`config.mk`:
```
export PLATFORM = sky130hd
export DESIGN_NAME = cdb_builder
export DESIGN_NICKNAME = d
export VERILOG_FILES = /design/src/common/cdb_pkg.sv /design/src/core/cdb_fifo.sv /design/src/core/cdb_builder.sv
export SDC_FILE = /design/constraint.sdc
export NUM_CORES = 1
export LEC_CHECK = 0
export BUFFER_PORTS_ARGS = -buffer_cell sky130_fd_sc_hd__buf_2
export CAP_MARGIN = 20
export CORE_MARGIN = 2
export CORE_UTILIZATION = 30
export CTS_BUF_LIST = sky130_fd_sc_hd__clkbuf_4 sky130_fd_sc_hd__clkbuf_8
export DETAILED_ROUTE_END_ITERATION = 7
export GPL_ROUTABILITY_DRIVEN = 0
export PLACE_DENSITY = 0.56
export SYNTH_ARGS = -nofsm -noshare
export SYNTH_HDL_FRONTEND = slang
export SYNTH_SLANG_ARGS = --single-unit
```
`constraint.sdc`:
```
create_clock -name CLK -period 2.5 [get_ports CLK]
set_input_delay 0.125 -clock CLK [delete_from_list [all_inputs] [get_ports CLK]]
set_output_delay 0.125 -clock CLK [all_outputs]
set_load 0.005 [all_outputs]
```
`src/common/cdb_pkg.sv`:
```
// Shared constants and types for the completion descriptor builder
package cdb_pkg;

  // Descriptor geometry
  localparam int DESC_W        = 96;
  localparam int FIFO_DEPTH    = 4;

  // Field positions inside the descriptor
  localparam int ERR_LSB       = 12;
  localparam int ERR_W         = 4;
  localparam int LOCKED_BIT    = 29;
  localparam int DONE_BIT      = 30;
  localparam int DW_CNT_LSB    = 32;
  localparam int DW_CNT_W      = 11;
  localparam int STATUS_LSB    = 43;
  localparam int STATUS_W      = 3;
  localparam int POISON_BIT    = 46;
  localparam int REQ_ID_LSB    = 48;
  localparam int ID_W          = 16;
  localparam int TAG_LSB       = 64;
  localparam int TAG_W         = 8;
  localparam int CMPL_ID_LSB   = 72;
  localparam int TC_LSB        = 89;
  localparam int TC_W          = 3;
  localparam int NO_SNOOP_BIT  = 92;
  localparam int RELAX_BIT     = 93;
  localparam int ID_ORDER_BIT  = 94;
  localparam int ATTR_W        = 3;
  localparam int BYTE_CNT_W    = 13;

  // Kind of request that the completion answers
  localparam logic [1:0] KIND_MEM_RD    = 2'h0;
  localparam logic [1:0] KIND_IO_RD     = 2'h1;
  localparam logic [1:0] KIND_IO_WR     = 2'h2;
  localparam logic [1:0] KIND_LOCKED_RD = 2'h3;

  // Completion status codes
  localparam logic [2:0] STS_SUCCESS = 3'h0;
  localparam logic [2:0] STS_UNSUPP  = 3'h1;
  localparam logic [2:0] STS_RETRY   = 3'h2;
  localparam logic [2:0] STS_ABORT   = 3'h4;

  // Error codes placed in the low descriptor word
  localparam logic [3:0] ERR_NORMAL  = 4'h0;
  localparam logic [3:0] ERR_POISON  = 4'h1;
  localparam logic [3:0] ERR_STATUS  = 4'h2;
  localparam logic [3:0] ERR_NO_DATA = 4'h3;
  localparam logic [3:0] ERR_TIMEOUT = 4'h9;

  // Fixed dword counts for the special completions
  localparam logic [10:0] DW_ONE  = 11'h001;
  localparam logic [10:0] DW_ZERO = 11'h000;

  // Reset values
  localparam logic        READY_RST = 1'b0;
  localparam logic [95:0] DESC_RST  = 96'h0;

  // Capture stage state, Gray along EMPTY -> LOADED
  typedef enum logic [0:0] {
    ST_EMPTY  = 1'b0,
    ST_LOADED = 1'b1
  } cdb_state_t;

endpackage : cdb_pkg

```
`src/core/cdb_fifo.sv`:
```
// Shift-register FIFO whose head entry is the output register
`timescale 1ns/10ps
`default_nettype none
module cdb_fifo #(
  parameter int WIDTH = 96,
  parameter int DEPTH = 4
) (
  input  wire logic             clk,
  input  wire logic             rst_b,
  input  wire logic             in_valid,
  output logic                  in_ready,
  input  wire logic [WIDTH-1:0] in_data,
  output logic                  out_valid,
  input  wire logic             out_ready,
  output logic      [WIDTH-1:0] out_data
);

  // Depth below two leaves no room to shift
  if (DEPTH < 2 || WIDTH < 1) begin : g_bad_param
    $error("cdb_fifo: DEPTH must be at least 2 and WIDTH at least 1");
  end

  logic [WIDTH-1:0] data_r   [DEPTH];
  logic [WIDTH-1:0] data_nxt [DEPTH];
  logic [DEPTH-1:0] vld_r;
  logic [DEPTH-1:0] vld_nxt;
  logic             push;
  logic             pop;

  // Full is honest: no push while the last slot holds a word
  assign in_ready  = ~vld_r[DEPTH-1];
  assign out_valid = vld_r[0];
  assign out_data  = data_r[0];
  assign push      = in_valid & ~vld_r[DEPTH-1];
  assign pop       = vld_r[0] & out_ready;

  // Shift down on pop, then place the new word in the first free slot
  always_comb begin
    logic [DEPTH-1:0] vld_sh;
    vld_sh = '0;
    for (int i = 0; i < DEPTH; i++) begin
      if (pop) begin
        vld_sh[i]   = (i < DEPTH-1) ? vld_r[(i < DEPTH-1) ? i+1 : i] : 1'b0;
        data_nxt[i] = data_r[(i < DEPTH-1) ? i+1 : i];
      end else begin
        vld_sh[i]   = vld_r[i];
        data_nxt[i] = data_r[i];
      end
    end
    vld_nxt = vld_sh;
    for (int i = 0; i < DEPTH; i++) begin
      if (push && !vld_sh[i] && (i == 0 || vld_sh[(i == 0) ? 0 : i-1])) begin
        vld_nxt[i]  = 1'b1;
        data_nxt[i] = in_data;
      end
    end
  end

  // Storage and occupancy flags
  always_ff @(posedge clk or negedge rst_b) begin
    if (!rst_b) begin
      vld_r <= '0;
      for (int i = 0; i < DEPTH; i++) begin
        data_r[i] <= '0;
      end
    end else begin
      vld_r <= vld_nxt;
      for (int i = 0; i < DEPTH; i++) begin
        data_r[i] <= data_nxt[i];
      end
    end
  end

endmodule : cdb_fifo
`default_nettype wire

```
`src/core/cdb_builder.sv`:
```
// Completion descriptor builder: turns one received completion into a 96-bit descriptor
//
// Contract
// - Request-completed bit 30 set only on the final completion of a request
// - Request-completed set on normal end and on error end alike
// - Payload dword count in bits 42:32, eleven bits, 0 to 1K
// - I/O read completions report one dword, I/O write completions zero
// - Zero-length memory read completion reports one dword
// - Completion status copied into bits 45:43 with the standard codes
// - Bit 46 set when the received completion was poisoned
// - Requester identifier placed in bits 63:48
// - Tag placed in bits 71:64
// - Completer identifier copied into bits 87:72
// - Traffic class placed in bits 91:89
// - No-snoop bit 92, relaxed ordering bit 93, ID-based ordering bit 94
// - Timeout gives error code 1001 in 15:12; only done, requester, tag valid
// - Bit 29 set for locked read completions, clear otherwise
`timescale 1ns/10ps
`default_nettype none
module cdb_builder #(
  parameter int DEPTH = cdb_pkg::FIFO_DEPTH
) (
  input  wire logic        CLK,
  input  wire logic        RST_B,
  // Received completion, one per handshake
  input  wire logic        CPL_VALID,
  output logic             CPL_READY,
  input  wire logic        CPL_TIMEOUT,
  input  wire logic [1:0]  CPL_KIND,
  input  wire logic        CPL_ZERO_LEN,
  input  wire logic [2:0]  CPL_STATUS,
  input  wire logic        CPL_POISON,
  input  wire logic [15:0] CPL_REQ_ID,
  input  wire logic [7:0]  CPL_TAG,
  input  wire logic [15:0] CPL_CMPL_ID,
  input  wire logic [2:0]  CPL_TC,
  input  wire logic [2:0]  CPL_ATTR,
  input  wire logic [10:0] CPL_LEN_DW,
  input  wire logic [12:0] CPL_BYTE_COUNT,
  input  wire logic [1:0]  CPL_ADDR_LO,
  // Descriptor stream toward user logic
  output logic             DESC_VALID,
  input  wire logic        DESC_READY,
  output logic [95:0]      DESC_DATA
);

  // The output FIFO needs room for at least two words
  if (DEPTH < 2) begin : g_bad_depth
    $error("cdb_builder: DEPTH must be at least 2");
  end

  cdb_pkg::cdb_state_t state_r;
  cdb_pkg::cdb_state_t state_nxt;

  logic        ready_r;
  logic        ready_nxt;
  logic        accept;
  logic        push;
  logic        fifo_in_ready;

  // Captured completion fields
  logic        timeout_r;
  logic [1:0]  kind_r;
  logic        zero_len_r;
  logic [2:0]  status_r;
  logic        poison_r;
  logic [15:0] req_id_r;
  logic [7:0]  tag_r;
  logic [15:0] cmpl_id_r;
  logic [2:0]  tc_r;
  logic [2:0]  attr_r;
  logic [10:0] len_dw_r;
  logic [12:0] byte_cnt_r;
  logic [1:0]  addr_lo_r;

  // Derived descriptor fields
  logic        is_io;
  logic        is_locked;
  logic        bad_status;
  logic        no_data;
  logic [12:0] bytes_carried;
  logic        last_chunk;
  logic        done;
  logic [10:0] dw_count;
  logic [3:0]  err_code;
  logic [95:0] desc;

  assign accept = CPL_VALID & ready_r;
  assign push   = (state_r == cdb_pkg::ST_LOADED) & fifo_in_ready;

  // Capture stage: holds one completion until the FIFO takes its descriptor
  always_comb begin
    state_nxt = state_r;
    case (state_r)
      cdb_pkg::ST_EMPTY: begin
        if (accept) begin
          state_nxt = cdb_pkg::ST_LOADED;
        end
      end
      cdb_pkg::ST_LOADED: begin
        if (push) begin
          state_nxt = cdb_pkg::ST_EMPTY;
        end
      end
      default: begin
        state_nxt = cdb_pkg::ST_EMPTY;
      end
    endcase
  end

  // Ready is a flop loaded from the next stage state, so after the first cycle out of reset it tracks the stage without lag; this halves
  // throughput but keeps the input port free of combinational paths
  assign ready_nxt = (state_nxt == cdb_pkg::ST_EMPTY);

  always_ff @(posedge CLK or negedge RST_B) begin
    if (!RST_B) begin
      state_r <= cdb_pkg::ST_EMPTY;
      ready_r <= cdb_pkg::READY_RST;
    end else begin
      state_r <= state_nxt;
      ready_r <= ready_nxt;
    end
  end

  assign CPL_READY = ready_r;

  // Request identity, kept for every completion including a timeout
  always_ff @(posedge CLK or negedge RST_B) begin
    if (!RST_B) begin
      timeout_r <= 1'b0;
      req_id_r  <= 16'h0000;
      tag_r     <= 8'h00;
    end else if (accept) begin
      timeout_r <= CPL_TIMEOUT;
      req_id_r  <= CPL_REQ_ID;
      tag_r     <= CPL_TAG;
    end
  end

  // Header fields of the received completion packet
  always_ff @(posedge CLK or negedge RST_B) begin
    if (!RST_B) begin
      kind_r     <= cdb_pkg::KIND_MEM_RD;
      zero_len_r <= 1'b0;
      status_r   <= cdb_pkg::STS_SUCCESS;
      poison_r   <= 1'b0;
      cmpl_id_r  <= 16'h0000;
      tc_r       <= 3'h0;
      attr_r     <= 3'h0;
    end else if (accept) begin
      kind_r     <= CPL_KIND;
      zero_len_r <= CPL_ZERO_LEN;
      status_r   <= CPL_STATUS;
      poison_r   <= CPL_POISON;
      cmpl_id_r  <= CPL_CMPL_ID;
      tc_r       <= CPL_TC;
      attr_r     <= CPL_ATTR;
    end
  end

  // Sizing fields used to spot the final completion
  always_ff @(posedge CLK or negedge RST_B) begin
    if (!RST_B) begin
      len_dw_r   <= 11'h000;
      byte_cnt_r <= 13'h0000;
      addr_lo_r  <= 2'h0;
    end else if (accept) begin
      len_dw_r   <= CPL_LEN_DW;
      byte_cnt_r <= CPL_BYTE_COUNT;
      addr_lo_r  <= CPL_ADDR_LO;
    end
  end

  // Kind and error decode
  assign is_io      = (kind_r == cdb_pkg::KIND_IO_RD) | (kind_r == cdb_pkg::KIND_IO_WR);
  assign is_locked  = (kind_r == cdb_pkg::KIND_LOCKED_RD);
  assign bad_status = (status_r != cdb_pkg::STS_SUCCESS);
  assign no_data    = (len_dw_r == 11'h000) & ~is_io & ~zero_len_r;

  // Bytes this completion carries, less the skipped leading bytes
  assign bytes_carried = {len_dw_r, 2'b00} - {11'h000, addr_lo_r};
  assign last_chunk    = (byte_cnt_r <= bytes_carried);

  // Final completion: data exhausted, single-shot kinds, or any error end
  always_comb begin
    done = 1'b0;
    if (timeout_r) begin
      done = 1'b1;
    end else if (bad_status || no_data) begin
      done = 1'b1;
    end else if (is_io || zero_len_r) begin
      done = 1'b1;
    end else begin
      done = last_chunk;
    end
  end

  // Dword count: fixed for I/O and zero-length reads, else the packet length
  always_comb begin
    dw_count = len_dw_r;
    if (kind_r == cdb_pkg::KIND_IO_RD) begin
      dw_count = cdb_pkg::DW_ONE;
    end else if (kind_r == cdb_pkg::KIND_IO_WR) begin
      dw_count = cdb_pkg::DW_ZERO;
    end else if (zero_len_r) begin
      dw_count = cdb_pkg::DW_ONE;
    end
  end

  // Error code; timeout outranks everything since no packet arrived
  always_comb begin
    err_code = cdb_pkg::ERR_NORMAL;
    if (timeout_r) begin
      err_code = cdb_pkg::ERR_TIMEOUT;
    end else if (poison_r) begin
      err_code = cdb_pkg::ERR_POISON;
    end else if (bad_status) begin
      err_code = cdb_pkg::ERR_STATUS;
    end else if (no_data) begin
      err_code = cdb_pkg::ERR_NO_DATA;
    end
  end

  // Descriptor assembly; a timeout carries only error code, done, requester and tag
  always_comb begin
    desc = cdb_pkg::DESC_RST;
    desc[cdb_pkg::ERR_LSB +: cdb_pkg::ERR_W] = err_code;
    desc[cdb_pkg::DONE_BIT] = done;
    desc[cdb_pkg::REQ_ID_LSB +: cdb_pkg::ID_W] = req_id_r;
    desc[cdb_pkg::TAG_LSB +: cdb_pkg::TAG_W] = tag_r;
    if (!timeout_r) begin
      desc[cdb_pkg::LOCKED_BIT] = is_locked;
      desc[cdb_pkg::DW_CNT_LSB +: cdb_pkg::DW_CNT_W] = dw_count;
      desc[cdb_pkg::STATUS_LSB +: cdb_pkg::STATUS_W] = status_r;
      desc[cdb_pkg::POISON_BIT] = poison_r;
      desc[cdb_pkg::CMPL_ID_LSB +: cdb_pkg::ID_W] = cmpl_id_r;
      desc[cdb_pkg::TC_LSB +: cdb_pkg::TC_W] = tc_r;
      desc[cdb_pkg::NO_SNOOP_BIT] = attr_r[0];
      desc[cdb_pkg::RELAX_BIT] = attr_r[1];
      desc[cdb_pkg::ID_ORDER_BIT] = attr_r[2];
    end
  end

  // Output buffer; its head register drives the stream pins directly
  cdb_fifo #(
    .WIDTH (cdb_pkg::DESC_W),
    .DEPTH (DEPTH)
  ) u_fifo (
    .clk       (CLK),
    .rst_b     (RST_B),
    .in_valid  (state_r == cdb_pkg::ST_LOADED),
    .in_ready  (fifo_in_ready),
    .in_data   (desc),
    .out_valid (DESC_VALID),
    .out_ready (DESC_READY),
    .out_data  (DESC_DATA)
  );

endmodule : cdb_builder
`default_nettype wire

```
# --- Yosys cells after proc, flatten, opt, wreduce, memory -nomap -nowiden ---
# Index checks and enable logic that the tools add are counted.
op_classes:
  add_sub_neg: 1
  mul: 0
  div: 0
  n_lt_le_gt_ge: 1
  eq_ne: 3
  shifts: 0
  n_mux: 31
  bitwise: 11
  n_reduce_logical: 18
ops:
  columns: ["operator", "n"]
  rows:
  - ["two-way mux 96 bit", 6]
  - ["two-way mux 11 bit", 3]
  - ["two-way mux 16 bit", 1]
  - ["two-way mux 15 bit", 1]
  - ["two-way mux 1 bit", 14]
  - ["<= comparator 13 bit", 1]
  - ["subtractor 13 x 2 -> 13 bit", 1]
  - ["zero test 11 bit", 1]
  - ["logical AND 1 bit", 7]
  - ["two-way mux 2 bit", 3]
  - ["two-way mux 6 bit", 1]
  - ["nonzero test 2 bit", 3]
  - ["AND 1 bit", 5]
  - ["inverter 1 bit", 5]
  - ["equality test 2 bit, second input constant", 2]
  - ["zero test 1 bit", 4]
  - ["two-way mux 4 bit", 1]
  - ["nonzero test 3 bit", 1]
  - ["equality test 2 x 1 -> 1 bit, second input constant", 1]
  - ["logical OR 1 bit", 2]
  - ["one-hot mux 1 bit (2 select lines)", 1]
  - ["OR 1 bit", 1]
totals:
  regBits: 441
  latch_bits: 0
  mem_bits_rw: 0
  rom_bits: 0
  in_bits: 84
  out_inout_bits: 98
  elab_cells: 85
  mem_count: 0

# --- Longest topological paths before layout ---
depth:
  word_depth: 10
  mapped_depth: 12
  mapped_depth_nobuf: 11

# --- By module ---
# Synthesis repeated with hierarchy kept, for this count alone.
unflattened:
  cells_unflattened: 1789
  hier_area_um2: 22193.8
modules_own_cells:
  columns: ["mod", "instances", "cells_per_inst", "area_per_inst_um2", "seq_area_each_um2"]
  rows:
  - ["cdb_fifo", 1, 1490, 18313.8, 9709.3]
  - ["cdb_builder", 1, 299, 3880.0, 2052.0]

# --- Worst setup path before layout ---
# Ideal clock, no wire load.
synth_timing:
  path_type: "flip-flop to flip-flop"
  from: "register addr_lo_r[0]"
  to: "register u_fifo.data_r[30] in the netlist's numbering"
  setup_time_ns: 0.142
  t_arrival_ns: 2.553
  t_required_ns: 2.358
  setup_slack_ns: -0.195
  path_stages_with_launch: 12
  n_path_buf: 0
  synth_period_minus_slack_ns: 2.695
  cell_sequence: "dfrtp_1 inv_1 ha_1 nor4_1 nand3_1 xor2_1 ha_1 nand3_1 nor3_1 o311ai_0 a211oi_1 mux2i_1"
synth_via:
  elab_chain_cells: 5
synth_lines:
  columns: ["item", "line_no", "text"]
  rows:
  - ["from (decl)", "cdb_builder.sv:74", "logic [1:0] addr_lo_r;"]
  - ["from (signal assigned)", "cdb_builder.sv:166", "addr_lo_r <= 2'h0;"]
  - ["from (signal assigned)", "cdb_builder.sv:170", "addr_lo_r <= CPL_ADDR_LO;"]
  - ["subtractor 13 x 2 -> 13 bit", "cdb_builder.sv:181", "assign bytes_carried = {len_dw_r, 2'b00} - {11'h000, addr_lo_r};"]
  - ["<= comparator 13 bit", "cdb_builder.sv:182", "assign last_chunk = (byte_cnt_r <= bytes_carried);"]
  - ["two-way mux 1 bit", "cdb_builder.sv:191", "end else if (is_io || zero_len_r) begin"]
  - ["two-way mux 1 bit", "cdb_builder.sv:189", "end else if (bad_status || no_data) begin"]
  - ["two-way mux 1 bit", "cdb_builder.sv:187", "if (timeout_r) begin"]
  - ["to (signal, indexed assignment)", "cdb_fifo.sv:69", "data_r[i] <= data_nxt[i];"]
  - ["to (decl)", "cdb_fifo.sv:23", "logic [WIDTH-1:0] data_r [DEPTH];"]
# No other way between the ends.
# A chain may end at the register's enable or synchronous reset.

# --- Worst setup path in the final report ---
layout_timing:
  from: "register addr_lo_r[1]"
  to: "register u_fifo.data_r[30] in the netlist's numbering"
# The elaborated chain is that of the path after synthesis.

==> key figures <==
Layout
  – Layout Cells excl Fill: 2379
  – Final instance area: 19800 sq um
  – # diodes: 0
  – Core Util, Final: 0.369
  – Area grow syn2layout: 22.0%
  – Fillers: 5209
  – Share of cells above drive strength 1: 0.289
  – Nets: 1738

Die
  – Core area: 53700 sq um
  – Ports: 182
  – Initial Util: 0.303
  – Die ar.: 56100 sq um
  – Chip Height: 237 um
  – Die width: 237 um
  – Row count: 85

Global route
  – GR Util met2: 0.224
  – Global route hottest layer: met2
  – Overall routing resource usage: 0.136
  – Grt total ovfl: 0
  – Initial antenna violation count: 1
  – Met1 track demand over resource: 0.172
  – First-pass GRT wire length: 60.7 mm
  – Vias in the first global route: 11300
  – Routing usage on met3: 0.0379
  – Largest net degree at the start of global routing: 105

Drt
  – Number of DRC markers in iteration 0: 560
  – Vias per cell: 4.57
  – Avg WL per Cell: 15.8 um
  – Vias: 10900
  – Final wirelength: 37.6 mm
  – Post-route ant nets: 0
  – Remaining DRCs: 0
  – 1st-pass router iterations: 5

STA
  – Fin. Hold Viols: 0
  – Final setup fails: 4
  – Final Critical Period: 2.55 ns
  – TNS Setup: -0.155 ns
  – RSZ-0062 raised after global routing: true
  – Fmax: 393 MHz
  – Rel. slew slack: 0.444
  – Slew Viols, Final: 0
  – Fin crit share: 1.02
  – Skew final: 0.0324 ns
  – Final setup margin: -0.0468 ns
  – Least-Margin Pin Slew: 0.834 ns

Clocking
  – Buffer depth of the longest clock path: 3
  – # H-tree levels: 3
  – Later-pin clock latency in the skew report: 0.63 ns
  – CTS buffer count: 69
  – Clock sink count: 350
  – TritonCTS clock tree: built
  – Clock Root Buffer: clkbuf_8
  – Clk slew on worst S/H paths: 0.06 ns

Critical path
  – FF-to-FF path depth: 14
  – R2r setup slk: -0.05 ns
  – Critical Path Start Type: flop
  – Worst path required time: 3.05 ns
  – Crit-path cells: inv_1 > ha_4 > nor4_4 > buf_4 > buf_4 > nor2b_4 > xnor2_1 > ha_1 > a21oi_2 > o21ai_2 > a221oi_2 > a211oi_2 > buf_4 > mux2i_1
  – CP max FO: 4
  – Crit path max-delay cell type: dfrtp_1
  – Max stage delay on crit path: 0.34 ns
  – CP Capture Type: flop
  – R2R Path Start: addr_lo_r[1]$_DFFE_PN0P_
  – RR Endpoint: u_fifo.data_r[30]$_DFFE_PN0P_
  – Setup CP Type: reg -> reg
  – CP Data Arrival Time: 3.10 ns
  – CP most frequent cell: buf_4

Power
  – Switching Fraction: 0.345
  – Comb pwr share: 0.340
  – Psw: 8.33 mW
  – PwrDens: 1220 nW/um^2
  – Clock power share: 0.251
  – Leakage Power: 9.50 nW
  – Peak supply drop: 0.556 mV
  – Sequential power share: 0.408
  – Pint: 15.9 mW

Place
  – Post-DP HPWL: 22.8 mm
  – Post-Place Cells: 2174
  – Dpl cell area: 17400 sq um
  – Buffers on Ports: 151

Yosys
  – Synth Warn #: 0
  – Flops & latches, synth: 350
  – Share of synthesized registers carrying an async set or reset: 1.00
  – Mapped Cells: 1445
  – Post-synth top flop: dfrtp_1
  – Register area share after synthesis: 0.539
  – Post-synthesis cell area: 16300 sq um
  – EDFF count, synth: 0
  – Post-synthesis area per instance: 11.2 sq um
  – Distinct cells, synth: 42

Outcome
  – Failing checks: setup timing
  – Outcome: finished, violations left

Worst hold path
  – Hold crit path type: in -> async

Run
  – Max Cap Viol: 0
-- stage by stage --
| step | hold WS, ns | power [mW] | setup slack, ns |
|---|---|---|---|
| final | 0.0724 | 24.2 | -0.0468 |
| after global routing | 0.0624 | 26.1 | -0.261 |
| after CTS | 0.0159 | 24.4 | -0.0192 |
| after detailed placement | 0.155 | 17.9 | -0.174 |
| after global placement | 0.148 | 17.6 | -0.0918 |
| after floorplan | -0.171 | 15.7 | 0.0155 |
-- power by group through the flow --
stage	clock [mW]	combinational [mW]	sequential [mW]
6_report	6.07	8.23	9.88
5_1_grt	6.59	9.24	10.2
4_1_cts	6.31	8.22	9.89
3_5_place_dp	0	7.96	9.97
3_3_place_gp	0	7.70	9.85
2_1_floorplan	0	6.32	9.40
-- layout by cell type, fill, tap and decap left out, types with 3 or more instances in the layout --
cell type	Yosys	final
nand3_1	7	5
nor2b_1	30	28
dlygate4sd3_1	0	82
xnor2_1	5	5
buf_4	100	37
xor2_1	5	5
mux2i_1	167	167
dfrtp_1	350	348
nand2_1	200	198
buf_12	0	13
and3_1	33	32
o21ai_0	178	177
ha_1	17	16
clkbuf_4	0	22
a21oi_2	1	3
clkbuf_8	0	89
nor3_2	0	3
buf_2	45	150
inv_1	11	10
mux2_2	135	135
conb_1	1	30
a211oi_1	35	33
nor2_1	13	11
a21oi_1	38	35
-- cell usage after synthesis (7+ instances only) --
| master | number | area [sq um] |
|---|---|---|
| a211oi_1 | 35 | 263 |
| a21oi_1 | 38 | 190 |
| and3_1 | 33 | 206 |
| buf_2 | 45 | 225 |
| buf_4 | 100 | 751 |
| clkbuf_1 | 41 | 154 |
| dfrtp_1 | 350 | 8760 |
| ha_1 | 17 | 213 |
| inv_1 | 11 | 41.3 |
| mux2_2 | 135 | 1520 |
| mux2i_1 | 167 | 1670 |
| nand2_1 | 200 | 751 |
| nand3_1 | 7 | 35.0 |
| nor2_1 | 13 | 48.8 |
| nor2b_1 | 30 | 188 |
| o21ai_0 | 178 | 891 |
-- worst max path at each step --
stage,cells past startpoint,end,startpoint
3_5_place_dp,12,u_fifo.data_r[30]$_DFFE_PN0P_,len_dw_r[5]$_DFFE_PN0P_
5_1_grt,14,u_fifo.data_r[30]$_DFFE_PN0P_,addr_lo_r[0]$_DFFE_PN0P_
3_3_place_gp,12,u_fifo.data_r[30]$_DFFE_PN0P_,len_dw_r[2]$_DFFE_PN0P_
4_1_cts,13,u_fifo.data_r[30]$_DFFE_PN0P_,addr_lo_r[1]$_DFFE_PN0P_
6_report,14,u_fifo.data_r[30]$_DFFE_PN0P_,addr_lo_r[1]$_DFFE_PN0P_
2_1_floorplan,12,u_fifo.data_r[30]$_DFFE_PN0P_,len_dw_r[0]$_DFFE_PN0P_
-- area by class of cell --
class | count | area (sq um) | area share
clock inverters | 6 | 65.1 | 0.00328
flip-flops and latches | 350 | 8760 | 0.442
multi-input cells | 922 | 6570 | 0.331
clock buffers | 111 | 1390 | 0.0701
inverters | 11 | 41.3 | 0.00208
well taps | 696 | 871 | 0.0439
repair buffers | 283 | 2120 | 0.107
-- worst max-delay path, delay by kind of cell (launching register included) --
kind | cells | cell delay (ns)
simple gates | 2 | 0.33
xor+xnor | 1 | 0.11
compound gates | 4 | 0.63
flops | 1 | 0.34
fa+ha+maj | 2 | 0.45
buf+inv | 4 | 0.50
mux | 1 | 0.12
-- metal layers --
layer  vias to the layer above  wire, um
met5                         -        11
met1                      5335     17200
met4                         2       912
met3                        69      1770
met2                       199     17800
li1                       5277         -
-- cell families (layout without fill, tap and decap cells) --
logic type                 Yosys count  in the layout  synth area share
and+or+nand+nor                    300            300            0.0824
adders and majority gates           17             17            0.0131
xor gates and xnor gates            10             10           0.00539
other                                1             30          0.000231
DFF                                350            350             0.539
AOI/OAI and AO/OA                  263            263            0.0891
buffers and inverters              202            411            0.0746
muxes                              302            302             0.196
-- flip-flops by register name, summed over array words and instances, names as in the netlist --
name and count:
CPL_READY 1, addr_lo_r 2, attr_r 3, byte_cnt_r 13
cmpl_id_r 16, kind_r 2, len_dw_r 11, poison_r 1
req_id_r 16, state_r 1, status_r 3, tag_r 8
tc_r 3, timeout_r 1, u_fifo.data_r 198, u_fifo.out_data 66
u_fifo.vld_r 4, zero_len_r 1
-- timing repair --
action	in CTS	in global routing
setup buffers	5	3
hold endpoints to repair	393	0
gates cloned	0	0
gates resized for setup	14	14
endpoints found under the setup margin	4	4
hold buffers	82	0
pin swaps	10	11
(Power assumes the default switching activity.)
